**config.mk**
```make
export PLATFORM = sky130hd
export DESIGN_NAME = gpio_config_lock_altfunc
export DESIGN_NICKNAME = d
export VERILOG_FILES = /design/src/hdl/gpio_lock_pkg.sv /design/src/hdl/lock_key_arm.sv /design/src/hdl/altfunc_route.sv /design/src/hdl/gpio_config_lock_altfunc.sv
export VERILOG_INCLUDE_DIRS = /design/src /design/src/hdl
export SDC_FILE = /design/constraint.sdc
export NUM_CORES = 1
export LEC_CHECK = 0
export ABC_AREA = 1
export BUFFER_PORTS_ARGS = -buffer_cell sky130_fd_sc_hd__buf_2
export CAP_MARGIN = 20
export CORE_ASPECT_RATIO = 2
export CORE_MARGIN = 2
export CORE_UTILIZATION = 53
export DETAILED_ROUTE_END_ITERATION = 10
export HOLD_SLACK_MARGIN = 0.02
export PLACE_DENSITY = 0.79
export SETUP_SLACK_MARGIN = 0.1
export SYNTH_ARGS = -nofsm -noshare
export SYNTH_HDL_FRONTEND = slang
export SYNTH_SLANG_ARGS = --single-unit
```
**constraint.sdc**
```tcl
create_clock -name clk -period 2.8 [get_ports clk]
set_input_delay 0.7 -clock clk [delete_from_list [all_inputs] [get_ports clk]]
set_output_delay 0.7 -clock clk [all_outputs]
set_load 0.1 [all_outputs]
```
**src/hdl/gpio_lock_consts.svh**
```systemverilog
// constants for the port configuration lock and alternate-function block
// assumes inclusion by bare name from package and modules
`ifndef GPIO_LOCK_CONSTS_SVH
`define GPIO_LOCK_CONSTS_SVH

// ----------------------------------------
// register offsets (byte addresses)
// ----------------------------------------
`define OFF_PIN_MODE 8'h00
`define OFF_OUTPUT_TYPE 8'h04
`define OFF_SLEW_RATE 8'h08
`define OFF_PULL_SELECT 8'h0C
`define OFF_DRIVE_STRENGTH 8'h24
`define OFF_CONFIG_LOCK 8'h1C
`define OFF_ALTFUNC_LOW 8'h20
`define OFF_ALTFUNC_HIGH 8'h28
`define OFF_PIN_INPUT 8'h10

// ----------------------------------------
// fields and reset values
// ----------------------------------------
`define LOCK_KEY_POS 16
`define PIN_COUNT 16
`define AF_WIDTH 4
`define RST_PIN_MODE 32'hFFFFFFFF
`define RST_ZERO 32'h00000000
`define RST_ZERO16 16'h0000
`define RST_SLEW 16'hFFFF

// ----------------------------------------
// alternate-function codes
// ----------------------------------------
`define AF_DEBUG 4'h0
`define AF_EVENT 4'h4
`define AF_COMP2 4'h8
`define AF_CODE9 4'h9
`define AF_COMP3_A 4'hA
`define AF_COMP3_B 4'hB
`define AF_BUZZER 4'hC

`endif

```
**src/hdl/gpio_lock_pkg.sv**
```systemverilog
// types shared by the lock block
// assumes the constants header is on the include path
`include "gpio_lock_consts.svh"

package gpio_lock_pkg;
    typedef enum logic [1:0]
    {
        ARM_IDLE = 2'b00,
        ARM_SAW_ONE = 2'b01,
        ARM_SAW_ZERO = 2'b10,
        ARM_SAW_ONE_AGAIN = 2'b11
    } arm_state_e;
    typedef logic [`PIN_COUNT-1:0] pin_mask_t;
endpackage

```
**src/hdl/lock_key_arm.sv**
```systemverilog
// arming sequencer for the lock key bit and per-pin lock bits
// assumes one-cycle strobes on the same clock
`default_nettype none
`timescale 1ns/1ps
`include "gpio_lock_consts.svh"

module lock_key_arm
    import gpio_lock_pkg::*;
(
    input wire logic clk,
    input wire logic reset_n,
    input wire logic lock_wr,
    input wire logic lock_rd,
    input wire logic [31:0] wdata,
    output logic lock_key_bit,
    output pin_mask_t per_pin_lock_bits
);
    arm_state_e state;
    arm_state_e next_state;
    wire logic key_in = wdata[`LOCK_KEY_POS];
    wire pin_mask_t pins_in = wdata[`PIN_COUNT-1:0];
    wire logic same_pins = pins_in == per_pin_lock_bits;
    wire logic arm_done = lock_rd && state == ARM_SAW_ONE_AGAIN;

    // ----------------------------------------
    // sequence w1 w0 w1 r0
    // ----------------------------------------
    always_comb
    begin
        next_state = ARM_IDLE;
        case (state)
            ARM_IDLE:
                if (lock_wr && key_in)
                    next_state = ARM_SAW_ONE;
            ARM_SAW_ONE:
                if (lock_wr && !key_in && same_pins)
                    next_state = ARM_SAW_ZERO;
                else if (lock_wr && key_in)
                    next_state = ARM_SAW_ONE;
            ARM_SAW_ZERO:
                if (lock_wr && key_in && same_pins)
                    next_state = ARM_SAW_ONE_AGAIN;
                else if (lock_wr && key_in)
                    next_state = ARM_SAW_ONE;
            ARM_SAW_ONE_AGAIN:
                if (lock_wr && key_in)
                    next_state = ARM_SAW_ONE;
            default:
                next_state = ARM_IDLE;
        endcase
        if (lock_key_bit)
            next_state = ARM_IDLE;
    end

    always_ff @(posedge clk or negedge reset_n)
    begin
        if (!reset_n)
        begin
            state <= ARM_IDLE;
            lock_key_bit <= 1'b0;
            per_pin_lock_bits <= '0;
        end
        else
        begin
            state <= next_state;
            if (arm_done)
                lock_key_bit <= 1'b1;
            if (lock_wr && !lock_key_bit)
                per_pin_lock_bits <= pins_in;
        end
    end
endmodule
`default_nettype wire

```
**src/hdl/altfunc_route.sv**
```systemverilog
// per-pin alternate-function output routing for one port
// assumes af codes come from the lock-guarded select registers
`default_nettype none
`timescale 1ns/1ps
`include "gpio_lock_consts.svh"

module altfunc_route
(
    input wire logic [1:0] port_id,
    input wire logic [63:0] af_codes,
    input wire logic core_event_output,
    input wire logic second_comparator_out,
    input wire logic third_comparator_out,
    input wire logic buzzer_positive_out,
    input wire logic buzzer_negative_out,
    input wire logic clock_output_pin,
    input wire logic debug_data_out,
    input wire logic test_data_out,
    output logic [15:0] af_out,
    output logic [15:0] af_valid
);
    genvar i;
    generate
        for (i = 0; i < 16; i = i + 1)
        begin : g_pin
            wire logic [3:0] c = af_codes[4*i +: 4];
            wire logic pa = port_id == 2'd0;
            wire logic pb = port_id == 2'd1;
            wire logic pc = port_id == 2'd2;
            wire logic pd = port_id == 2'd3;
            wire logic ev_ok = pa || pb || (pc && i == 13)
                || (pd && (i == 12 || i == 13));
            wire logic c2_ok = (pa && (i == 2 || i == 6 || i == 7
                || i == 12)) || (pb && i == 9);
            wire logic c2b_ok = pa && i == 14;
            wire logic c3_ok = pa && (i == 6 || i == 8 || i == 10);
            wire logic c3b_ok = pb && (i == 4 || i == 10);
            wire logic bz_ok = (pa || pb) && (i == 6 || i == 7);
            wire logic mco_ok = pa && (i == 8 || i == 9);
            wire logic dbg_ok = (pa && i == 13) || (pb && i == 3);
            wire logic ev_s = c == `AF_EVENT && ev_ok;
            wire logic c2_s = (c == `AF_COMP2 && c2_ok)
                || (c == `AF_CODE9 && c2b_ok);
            wire logic c3_s = (c == `AF_COMP3_A && c3_ok)
                || (c == `AF_COMP3_B && c3b_ok);
            wire logic bz_s = c == `AF_BUZZER && bz_ok;
            wire logic mco_s = c == `AF_CODE9 && mco_ok;
            wire logic dbg_s = c == `AF_DEBUG && dbg_ok;
            wire logic bz_v = (i == 6) ? buzzer_positive_out
                : buzzer_negative_out;
            wire logic dbg_v = (pa) ? debug_data_out : test_data_out;
            assign af_out[i] = ev_s ? core_event_output
                : c2_s ? second_comparator_out
                : c3_s ? third_comparator_out
                : bz_s ? bz_v
                : mco_s ? clock_output_pin
                : dbg_s ? dbg_v : 1'b0;
            assign af_valid[i] = ev_s | c2_s | c3_s | bz_s | mco_s | dbg_s;
        end
    endgenerate
endmodule
`default_nettype wire

```
**src/hdl/gpio_config_lock_altfunc.sv**
```systemverilog
// port configuration registers with lock logic and alternate functions
// assumes a single-cycle strobe register port on clk, reset_n async low
//
// Operation
// - lock covers mode, type, pull, drive, slew and both af selects
// - locked pin configuration stays unchanged until next reset
// - key bit 16 sets only after write 1, write 0, write 1, read
// - key bit clears only by system reset
// - per-pin lock bits writable only while key is zero
// - pin lock value change during sequence aborts arming
// - key zero: all writable; key set: unlocked pins writable
// - field rejects writes only when key and pin lock both set
// - af4 routes core event output to listed pins
// - af0 connects the debug port pins
// - second comparator on af8 pins and af9 on pa14
// - third comparator on af10 and af11 pins
// - af12 routes buzzer outputs to pa6 pb6 pa7 pb7
// - af9 routes calendar_stamp_input input from pc13 to pc15
// - af9 routes clock output to pa8 or pa9
//
// Decided for this implementation: the plain strobed port and the register offsets.
`default_nettype none
`timescale 1ns/1ps
`include "gpio_lock_consts.svh"

module gpio_config_lock_altfunc
    import gpio_lock_pkg::*;
(
    input wire logic clk,
    input wire logic reset_n,
    input wire logic [1:0] port_id,
    input wire logic [7:0] addr,
    input wire logic [31:0] wdata,
    input wire logic wr,
    input wire logic rd,
    output logic [31:0] rdata,
    input wire logic [15:0] pin_in,
    input wire logic core_event_output,
    input wire logic second_comparator_out,
    input wire logic third_comparator_out,
    input wire logic buzzer_positive_out,
    input wire logic buzzer_negative_out,
    input wire logic clock_output_pin,
    input wire logic debug_data_out,
    input wire logic test_data_out,
    output logic [15:0] af_out,
    output logic [15:0] af_valid,
    output logic calendar_stamp_input,
    output logic debug_mode_in,
    output logic debug_clock_in,
    output logic debug_data_in,
    output logic test_reset_n,
    output logic [31:0] pin_mode_reg,
    output logic [15:0] output_type_reg,
    output logic [15:0] slew_rate_reg,
    output logic [31:0] pull_select_reg,
    output logic [15:0] drive_strength_reg,
    output logic [31:0] altfunc_low_select,
    output logic [31:0] altfunc_high_select
);
    // ----------------------------------------
    // decode
    // ----------------------------------------
    wire logic sel_mode = addr == `OFF_PIN_MODE;
    wire logic sel_otype = addr == `OFF_OUTPUT_TYPE;
    wire logic sel_slew = addr == `OFF_SLEW_RATE;
    wire logic sel_pull = addr == `OFF_PULL_SELECT;
    wire logic sel_drive = addr == `OFF_DRIVE_STRENGTH;
    wire logic sel_lock = addr == `OFF_CONFIG_LOCK;
    wire logic sel_afl = addr == `OFF_ALTFUNC_LOW;
    wire logic sel_afh = addr == `OFF_ALTFUNC_HIGH;
    wire logic sel_pin = addr == `OFF_PIN_INPUT;
    wire logic lock_wr = wr && sel_lock;
    wire logic lock_rd = rd && sel_lock;

    logic lock_key_bit;
    pin_mask_t per_pin_lock_bits;

    lock_key_arm u_arm
    (
        .clk(clk),
        .reset_n(reset_n),
        .lock_wr(lock_wr),
        .lock_rd(lock_rd),
        .wdata(wdata),
        .lock_key_bit(lock_key_bit),
        .per_pin_lock_bits(per_pin_lock_bits)
    );

    // ----------------------------------------
    // write masks from lock state
    // ----------------------------------------
    wire pin_mask_t frozen = lock_key_bit ? per_pin_lock_bits : '0;
    logic [15:0] m1;
    logic [31:0] m2;
    logic [63:0] m4;
    genvar i;
    generate
        for (i = 0; i < 16; i = i + 1)
        begin : g_mask
            assign m1[i] = ~frozen[i];
            assign m2[2*i +: 2] = {2{~frozen[i]}};
            assign m4[4*i +: 4] = {4{~frozen[i]}};
        end
    endgenerate

    // merge keeps locked bits, takes unlocked ones
    wire logic [31:0] next_mode = (pin_mode_reg & ~m2) | (wdata & m2);
    wire logic [31:0] next_pull = (pull_select_reg & ~m2) | (wdata & m2);
    wire logic [15:0] next_otype =
        (output_type_reg & ~m1) | (wdata[15:0] & m1);
    wire logic [15:0] next_slew = (slew_rate_reg & ~m1) | (wdata[15:0] & m1);
    wire logic [15:0] next_drive =
        (drive_strength_reg & ~m1) | (wdata[15:0] & m1);
    wire logic [31:0] next_afl =
        (altfunc_low_select & ~m4[31:0]) | (wdata & m4[31:0]);
    wire logic [31:0] next_afh =
        (altfunc_high_select & ~m4[63:32]) | (wdata & m4[63:32]);

    // ----------------------------------------
    // write enables
    // ----------------------------------------
    wire logic wr_mode = wr && sel_mode;
    wire logic wr_otype = wr && sel_otype;
    wire logic wr_slew = wr && sel_slew;
    wire logic wr_pull = wr && sel_pull;
    wire logic wr_drive = wr && sel_drive;
    wire logic wr_afl = wr && sel_afl;
    wire logic wr_afh = wr && sel_afh;

    // ----------------------------------------
    // configuration registers
    // ----------------------------------------
    always_ff @(posedge clk or negedge reset_n)
    begin
        if (!reset_n)
            pin_mode_reg <= `RST_PIN_MODE;
        else if (wr_mode)
            pin_mode_reg <= next_mode;
    end

    always_ff @(posedge clk or negedge reset_n)
    begin
        if (!reset_n)
            output_type_reg <= `RST_ZERO16;
        else if (wr_otype)
            output_type_reg <= next_otype;
    end

    always_ff @(posedge clk or negedge reset_n)
    begin
        if (!reset_n)
            slew_rate_reg <= `RST_SLEW;
        else if (wr_slew)
            slew_rate_reg <= next_slew;
    end

    always_ff @(posedge clk or negedge reset_n)
    begin
        if (!reset_n)
            pull_select_reg <= `RST_ZERO;
        else if (wr_pull)
            pull_select_reg <= next_pull;
    end

    always_ff @(posedge clk or negedge reset_n)
    begin
        if (!reset_n)
            drive_strength_reg <= `RST_ZERO16;
        else if (wr_drive)
            drive_strength_reg <= next_drive;
    end

    always_ff @(posedge clk or negedge reset_n)
    begin
        if (!reset_n)
            altfunc_low_select <= `RST_ZERO;
        else if (wr_afl)
            altfunc_low_select <= next_afl;
    end

    always_ff @(posedge clk or negedge reset_n)
    begin
        if (!reset_n)
            altfunc_high_select <= `RST_ZERO;
        else if (wr_afh)
            altfunc_high_select <= next_afh;
    end

    // ----------------------------------------
    // pin input synchroniser, 3 stages
    // ----------------------------------------
    logic [15:0] pin_s1;
    logic [15:0] pin_s2;
    logic [15:0] pin_s3;
    logic [15:0] pin_stable;
    always_ff @(posedge clk or negedge reset_n)
    begin
        if (!reset_n)
        begin
            pin_s1 <= 16'h0000;
            pin_s2 <= 16'h0000;
            pin_s3 <= 16'h0000;
            pin_stable <= 16'h0000;
        end
        else
        begin
            pin_s1 <= pin_in;
            pin_s2 <= pin_s1;
            pin_s3 <= pin_s2;
            pin_stable <= (pin_stable & ~(pin_s2 ^ pin_s3))
                | (pin_s2 & ~(pin_s2 ^ pin_s3));
        end
    end

    // ----------------------------------------
    // alternate-function inputs
    // ----------------------------------------
    wire logic [63:0] af_codes = {altfunc_high_select, altfunc_low_select};
    wire logic is_pa = port_id == 2'd0;
    wire logic is_pb = port_id == 2'd1;
    wire logic is_pc = port_id == 2'd2;
    wire logic stamp_sel = is_pc && ((af_codes[52 +: 4] == `AF_CODE9)
        || (af_codes[56 +: 4] == `AF_CODE9)
        || (af_codes[60 +: 4] == `AF_CODE9));
    wire logic stamp_val =
        (af_codes[52 +: 4] == `AF_CODE9 && pin_stable[13])
        || (af_codes[56 +: 4] == `AF_CODE9 && pin_stable[14])
        || (af_codes[60 +: 4] == `AF_CODE9 && pin_stable[15]);
    wire logic dbg_mode = is_pa && af_codes[52 +: 4] == `AF_DEBUG;
    wire logic dbg_clk = is_pa && af_codes[56 +: 4] == `AF_DEBUG;
    wire logic dbg_tdi = is_pa && af_codes[60 +: 4] == `AF_DEBUG;
    wire logic dbg_rst = is_pb && af_codes[16 +: 4] == `AF_DEBUG;

    always_ff @(posedge clk or negedge reset_n)
    begin
        if (!reset_n)
            calendar_stamp_input <= 1'b0;
        else
            calendar_stamp_input <= stamp_sel && stamp_val;
    end

    always_ff @(posedge clk or negedge reset_n)
    begin
        if (!reset_n)
        begin
            debug_mode_in <= 1'b1;
            debug_clock_in <= 1'b0;
            debug_data_in <= 1'b1;
            test_reset_n <= 1'b1;
        end
        else
        begin
            debug_mode_in <= dbg_mode ? pin_stable[13] : 1'b1;
            debug_clock_in <= dbg_clk ? pin_stable[14] : 1'b0;
            debug_data_in <= dbg_tdi ? pin_stable[15] : 1'b1;
            test_reset_n <= dbg_rst ? pin_stable[4] : 1'b1;
        end
    end

    altfunc_route u_route
    (
        .port_id(port_id),
        .af_codes(af_codes),
        .core_event_output(core_event_output),
        .second_comparator_out(second_comparator_out),
        .third_comparator_out(third_comparator_out),
        .buzzer_positive_out(buzzer_positive_out),
        .buzzer_negative_out(buzzer_negative_out),
        .clock_output_pin(clock_output_pin),
        .debug_data_out(debug_data_out),
        .test_data_out(test_data_out),
        .af_out(af_out),
        .af_valid(af_valid)
    );

    // ----------------------------------------
    // read path
    // ----------------------------------------
    wire logic [31:0] lock_view =
        {15'h0000, lock_key_bit, per_pin_lock_bits};
    wire logic [31:0] read_mux =
        sel_mode ? pin_mode_reg
        : sel_otype ? {16'h0000, output_type_reg}
        : sel_slew ? {16'h0000, slew_rate_reg}
        : sel_pull ? pull_select_reg
        : sel_drive ? {16'h0000, drive_strength_reg}
        : sel_lock ? lock_view
        : sel_afl ? altfunc_low_select
        : sel_afh ? altfunc_high_select
        : sel_pin ? {16'h0000, pin_stable}
        : 32'h00000000;

    always_ff @(posedge clk or negedge reset_n)
    begin
        if (!reset_n)
            rdata <= 32'h00000000;
        else if (rd)
            rdata <= read_mux;
        else
            rdata <= 32'h00000000;
    end
endmodule
`default_nettype wire

```
Word-level counts from Yosys, hierarchy flattened
Index checks and enable logic that the tools add are counted.
Word-level totals
  logic and storage cells: 256
  output and inout port bits: 245
  register bits: 296
Cells by class
  reduce and logical (&&, ||, !) cells: 76
  equal/unequal tests: 48
  muxes and demuxes: 53
  bitwise logic cells: 59
Operators with widths (count)
  $mux 32: 9
  $and 32x32->32: 7
  $or 32x32->32: 4
  $and 16x16->16: 6
  $not 32->32: 3
  $eq 4x4->1 const B: 17
  $eq 4x3->1 const B: 16
  $or 16x16->16: 4
  $logic_and 1x1->1: 56
  $mux 1: 38
  $mux 16: 2
  $not 16->16: 2
  $eq 8x6->1 const B: 3
  $logic_not 4->1: 5
  $eq 16x16->1: 1
  $eq 8x4->1 const B: 2
  $eq 8x5->1 const B: 2
  $not 1->1: 16
  $or 1x1->1: 16
  $xor 16x16->16: 1
  $logic_or 1x1->1: 9
  $eq 2x2->1 const B: 4
  $eq 8x3->1 const B: 1
  $logic_not 8->1: 1
  other kinds (6): 11

Depth between registers and ports, before layout
  depth after elaboration: 11
  mapped depth: 12
  mapped depth without buffers: 11

By module
From an unflattened synthesis, not the netlist that was laid out.
Second synthesis, totals
  cells, all modules: 1548
  area total of the unflattened synthesis: 13487.9 um^2
By module, submodules not included
  gpio_config_lock_altfunc: seq. area each 6995.5 um^2, times used 1, cells each 1224, area an instance 11553.6 um^2
  lock_key_arm: seq. area each 475.5 um^2, times used 1, cells each 145, area an instance 1019.7 um^2
  altfunc_route: seq. area each 0.0 um^2, times used 1, cells each 179, area an instance 914.6 um^2

Worst setup path after synthesis
OpenSTA, ideal clock, no wires.
  path kind: register -> output
  start: reg with a tool-made name
  end: out af_out[15]
  buffers on the path: 0
  arrival time: 4065 ps
  stages on the path, launching flop included: 3
  slack: -1965 ps
  data required time: 2100 ps
  cells stage by stage: dfrtp_1 -> inv_1 -> nor4_1
RTL lines
  to (decl): RTL line gpio_config_lock_altfunc.sv:46  | output logic [15:0] af_out,

==> flow_summary.yaml <==
grt:
  met3_usage_pct: 4.80
  grt_max_degree: 85
  grt_use_met1_pct: 38.8
  grt.total_usage_pct: 36.7
  use_met2_pct: 63.3
  grt_pass1_vias: 12442
  grt.busiest_layer: "met2"
  antenna_found_initial: 7
  grt_pass1_wl_mm: 72.6
  overflow: 0
route:
  wirelength_mm: 49.1
  drt_pass1_iterations: 7
  first_iter_violations: 1426
  drc: 0
  avgRoutedWirePerCell_um: 22.6
  vias: 12767
  via_per_inst: 5.88
  route.antenna.remaining_nets: 0
critical_path:
  cp_slowest_stage_delay_ps: 530
  start_kind: "register"
  cp.buffers_inverters: 2
  worstSetupPathDepth: 6
  path_class: "register to output pin"
  worstPathArrival_ps: 1970
  crit_family: "flip-flops"
  path_cells: "nor2_2 -> nand2_1 -> inv_1 -> nand3_1 -> o2111ai_4 -> buf_12"
  crit_end: "af_out[6]"
  rrSetupSlack_ps: 870
  r2r_cells: 4
  path_max_fanout: 5
  cp-end-kind: "output pin"
  regToRegStartpoint: "u_arm.lock_key_bit"
  slowest_stage: "dfrtp_1"
  cp_data_required_time_ps: 2100
cts:
  cts_tree: "yes"
  clock_latency_ps: 550
  cts_max_level: 1
  clockRootBuffer: "clkbuf_16"
  cts_made_buffers: 26
  path_clk_slew_ps: 70
  cts_sinks: 296
  cts_buffer_depth: 3
synth:
  syn_inst: 1476
  yosysSeqAreaShare_pct: 55.8
  syn_avg_cell_area_um2: 9.08
  async_flop_share_pct: 100
  synth_top_area_share_pct: 45.8
  synth-edff-count: 0
  synthTopCellsByCount: "nand2_1 (400), dfrtp_1 (245), o21ai_0 (142)"
  syn-num-nets: 1562
  synth_seq_cells: 296
  synth_largest_area_cell: "dfrtp_1"
  synth.distinct_cells: 46
  synthTopCellsByArea: "dfrtp_1 (46%), nand2_1 (11%), dfstp_2 (10%)"
  yosys.cell_count.top_type: "nand2_1"
  syn_area_um2: 13400
  synthFlopType: "dfrtp_1"
  synth_warnings: 0
power_and_ir_drop:
  ir_drop_v: 0.000577
  p_comb_share_pct: 19.1
  p_int_mw: 6.95
  switchingPower_mw: 3.47
  pwr-share-seq_pct: 45.1
  p_leak_nw: 8.26
  power_mw: 10.4
  power-per-cell-area_nw_per_um2: 605
  power_switching_share_pct: 33.3
  p_clk_share_pct: 35.8
layout:
  final_layout_size_suffix_gt1_share_pct: 31.7
  layout.nets: 1895
  area_delta_synth_final_pct: 28.5
  n_fill_cell: 1994
sta:
  maxSlewHeadroom_pct: 49.2
  fin_ws_ps: 125
  rsz0062_at_grt: "yes"
  final-hold-violation-count: 0
  max_slew.worst_pin.slew_ps: 752
  fmax_ghz: 0.374
  finalWorstPathRequiredPeriod_ps: 2670
  finalMaxSlewViolations: 0
  fin_crit_sh_pct: 95.5
  setup-violations-final: 0
  finClkSkew_ps: 9.37
placed_design:
  pre_cts_slack_ps: 112
  dp_hpwl_mm: 37.0
  placement.io_buffers: 314
  place.gp.congestion: 0.959
floorplanning:
  dieArea_um2: 26600
  die_w_um: 116
  pin_count: 315
  dieHeight_um: 229
  start_util_pct: 53.7
  num_rows: 82
  core_area_um2: 24900
flow_run:
  max_cap_violations: 0
outcome:
  outcome: "finished, final reports clean"
min_path:
  hold_path_class: "primary input to async pin"
==> area by class of cell <==
class / count / area (um2) / area share, %
timing repair buffer: 355 / 2430 / 14.1
sequential: 296 / 7510 / 43.6
antenna: 8 / 20.0 / 0.116
multi-input combinational: 1004 / 5470 / 31.8
inverter: 126 / 482 / 2.80
tap: 336 / 420 / 2.44
clock inverter: 12 / 121 / 0.705
clock buffer: 36 / 759 / 4.41
==> metal layers <==
| layer | vias up | wire length (um) |
|---|---|---|
| met5 | - | 0 |
| met4 | 0 | 4870 |
| met3 | 232 | 3400 |
| met2 | 814 | 25300 |
| met1 | 6099 | 15600 |
| li1 | 5622 | - |
==> cells in the final DEF, fill, tap and decap left out, drive strengths merged <==
cell and count:
o211ai 1, mux2i 1, nand4 13, diode 8
or2 7, bufinv 2, ha 16, a21oi 77
buf 355, a31oi 17, dfrtp 245, nand3 87
inv 125, o22ai 14, o221a 2, clkinvlp 2
o21bai 29, clkbuf 36, a221oi 6, o21ai 204
clkinv 9, o311ai 1, nand2 419, nor4 12
xnor2 8, a41oi 6, nor2 61, o2111ai 1
o221ai 2, a211oi 2, nor3 17, dfstp 51
o32ai 1
==> worst min-delay path by stage <==
stage / start / end / slack [ps]
3_5_place_dp: pin_s1[11] / pin_s2[11] / 330
3_3_place_gp: pin_s1[6] / pin_s2[6] / 330
6_report: reset_n / calendar_stamp_input / 140
5_1_grt: reset_n / calendar_stamp_input / 200
4_1_cts: reset_n / calendar_stamp_input / 190
2_1_floorplan: pin_s1[0] / pin_s2[0] / 330
==> cell families (layout without fill, tap and decap cells) <==
logic type	Yosys count	in the layout	synth area share (%)
multiplexers	1	1	0.0747
AO/OA/AOI/OAI	363	363	15.0
AND/OR/NAND/NOR	616	616	20.8
XOR/XNOR	8	8	0.523
buffers and inverters	176	529	6.32
other	0	8	0
flip-flops	296	296	55.8
adder cells (fa/ha/maj)	16	16	1.49
==> power by group through the flow <==
stage	Combinational [mW]	Clock (mW)	Sequential [mW]
3_5_place_dp	1.97	0	4.77
3_3_place_gp	1.94	0	4.76
4_1_cts	1.98	3.75	4.69
2_1_floorplan	0.467	0	5.68
6_report	1.99	3.73	4.70
5_1_grt	2.07	3.92	4.71
==> through the flow <==
stage / hold slack (ps) / TNS [ps] / area (um2) / cells / util, %
3_3_place_gp: 333 / 0 / 16200 / 2115 / 65.0
4_1_cts: 190 / 0 / 17100 / 2163 / 68.7
2_1_floorplan: 331 / -56.9 / 13800 / 1476 / -
3_5_place_dp: 335 / 0 / 16200 / 2115 / 65.0
5_1_grt: 198 / 0 / 17200 / 2170 / 69.0
6_report: 142 / 0 / 17200 / 2173 / 69.1
==> repair_timing <==
item                                    CTS  global route
endpoints found under the setup margin    3            11
gates resized for setup                   7            14
cloned                                    0             0
hold buffers                              0             0
pin swaps                                 0             4
setup buffers                             0             2
Power figures use the tool's default switching activity.
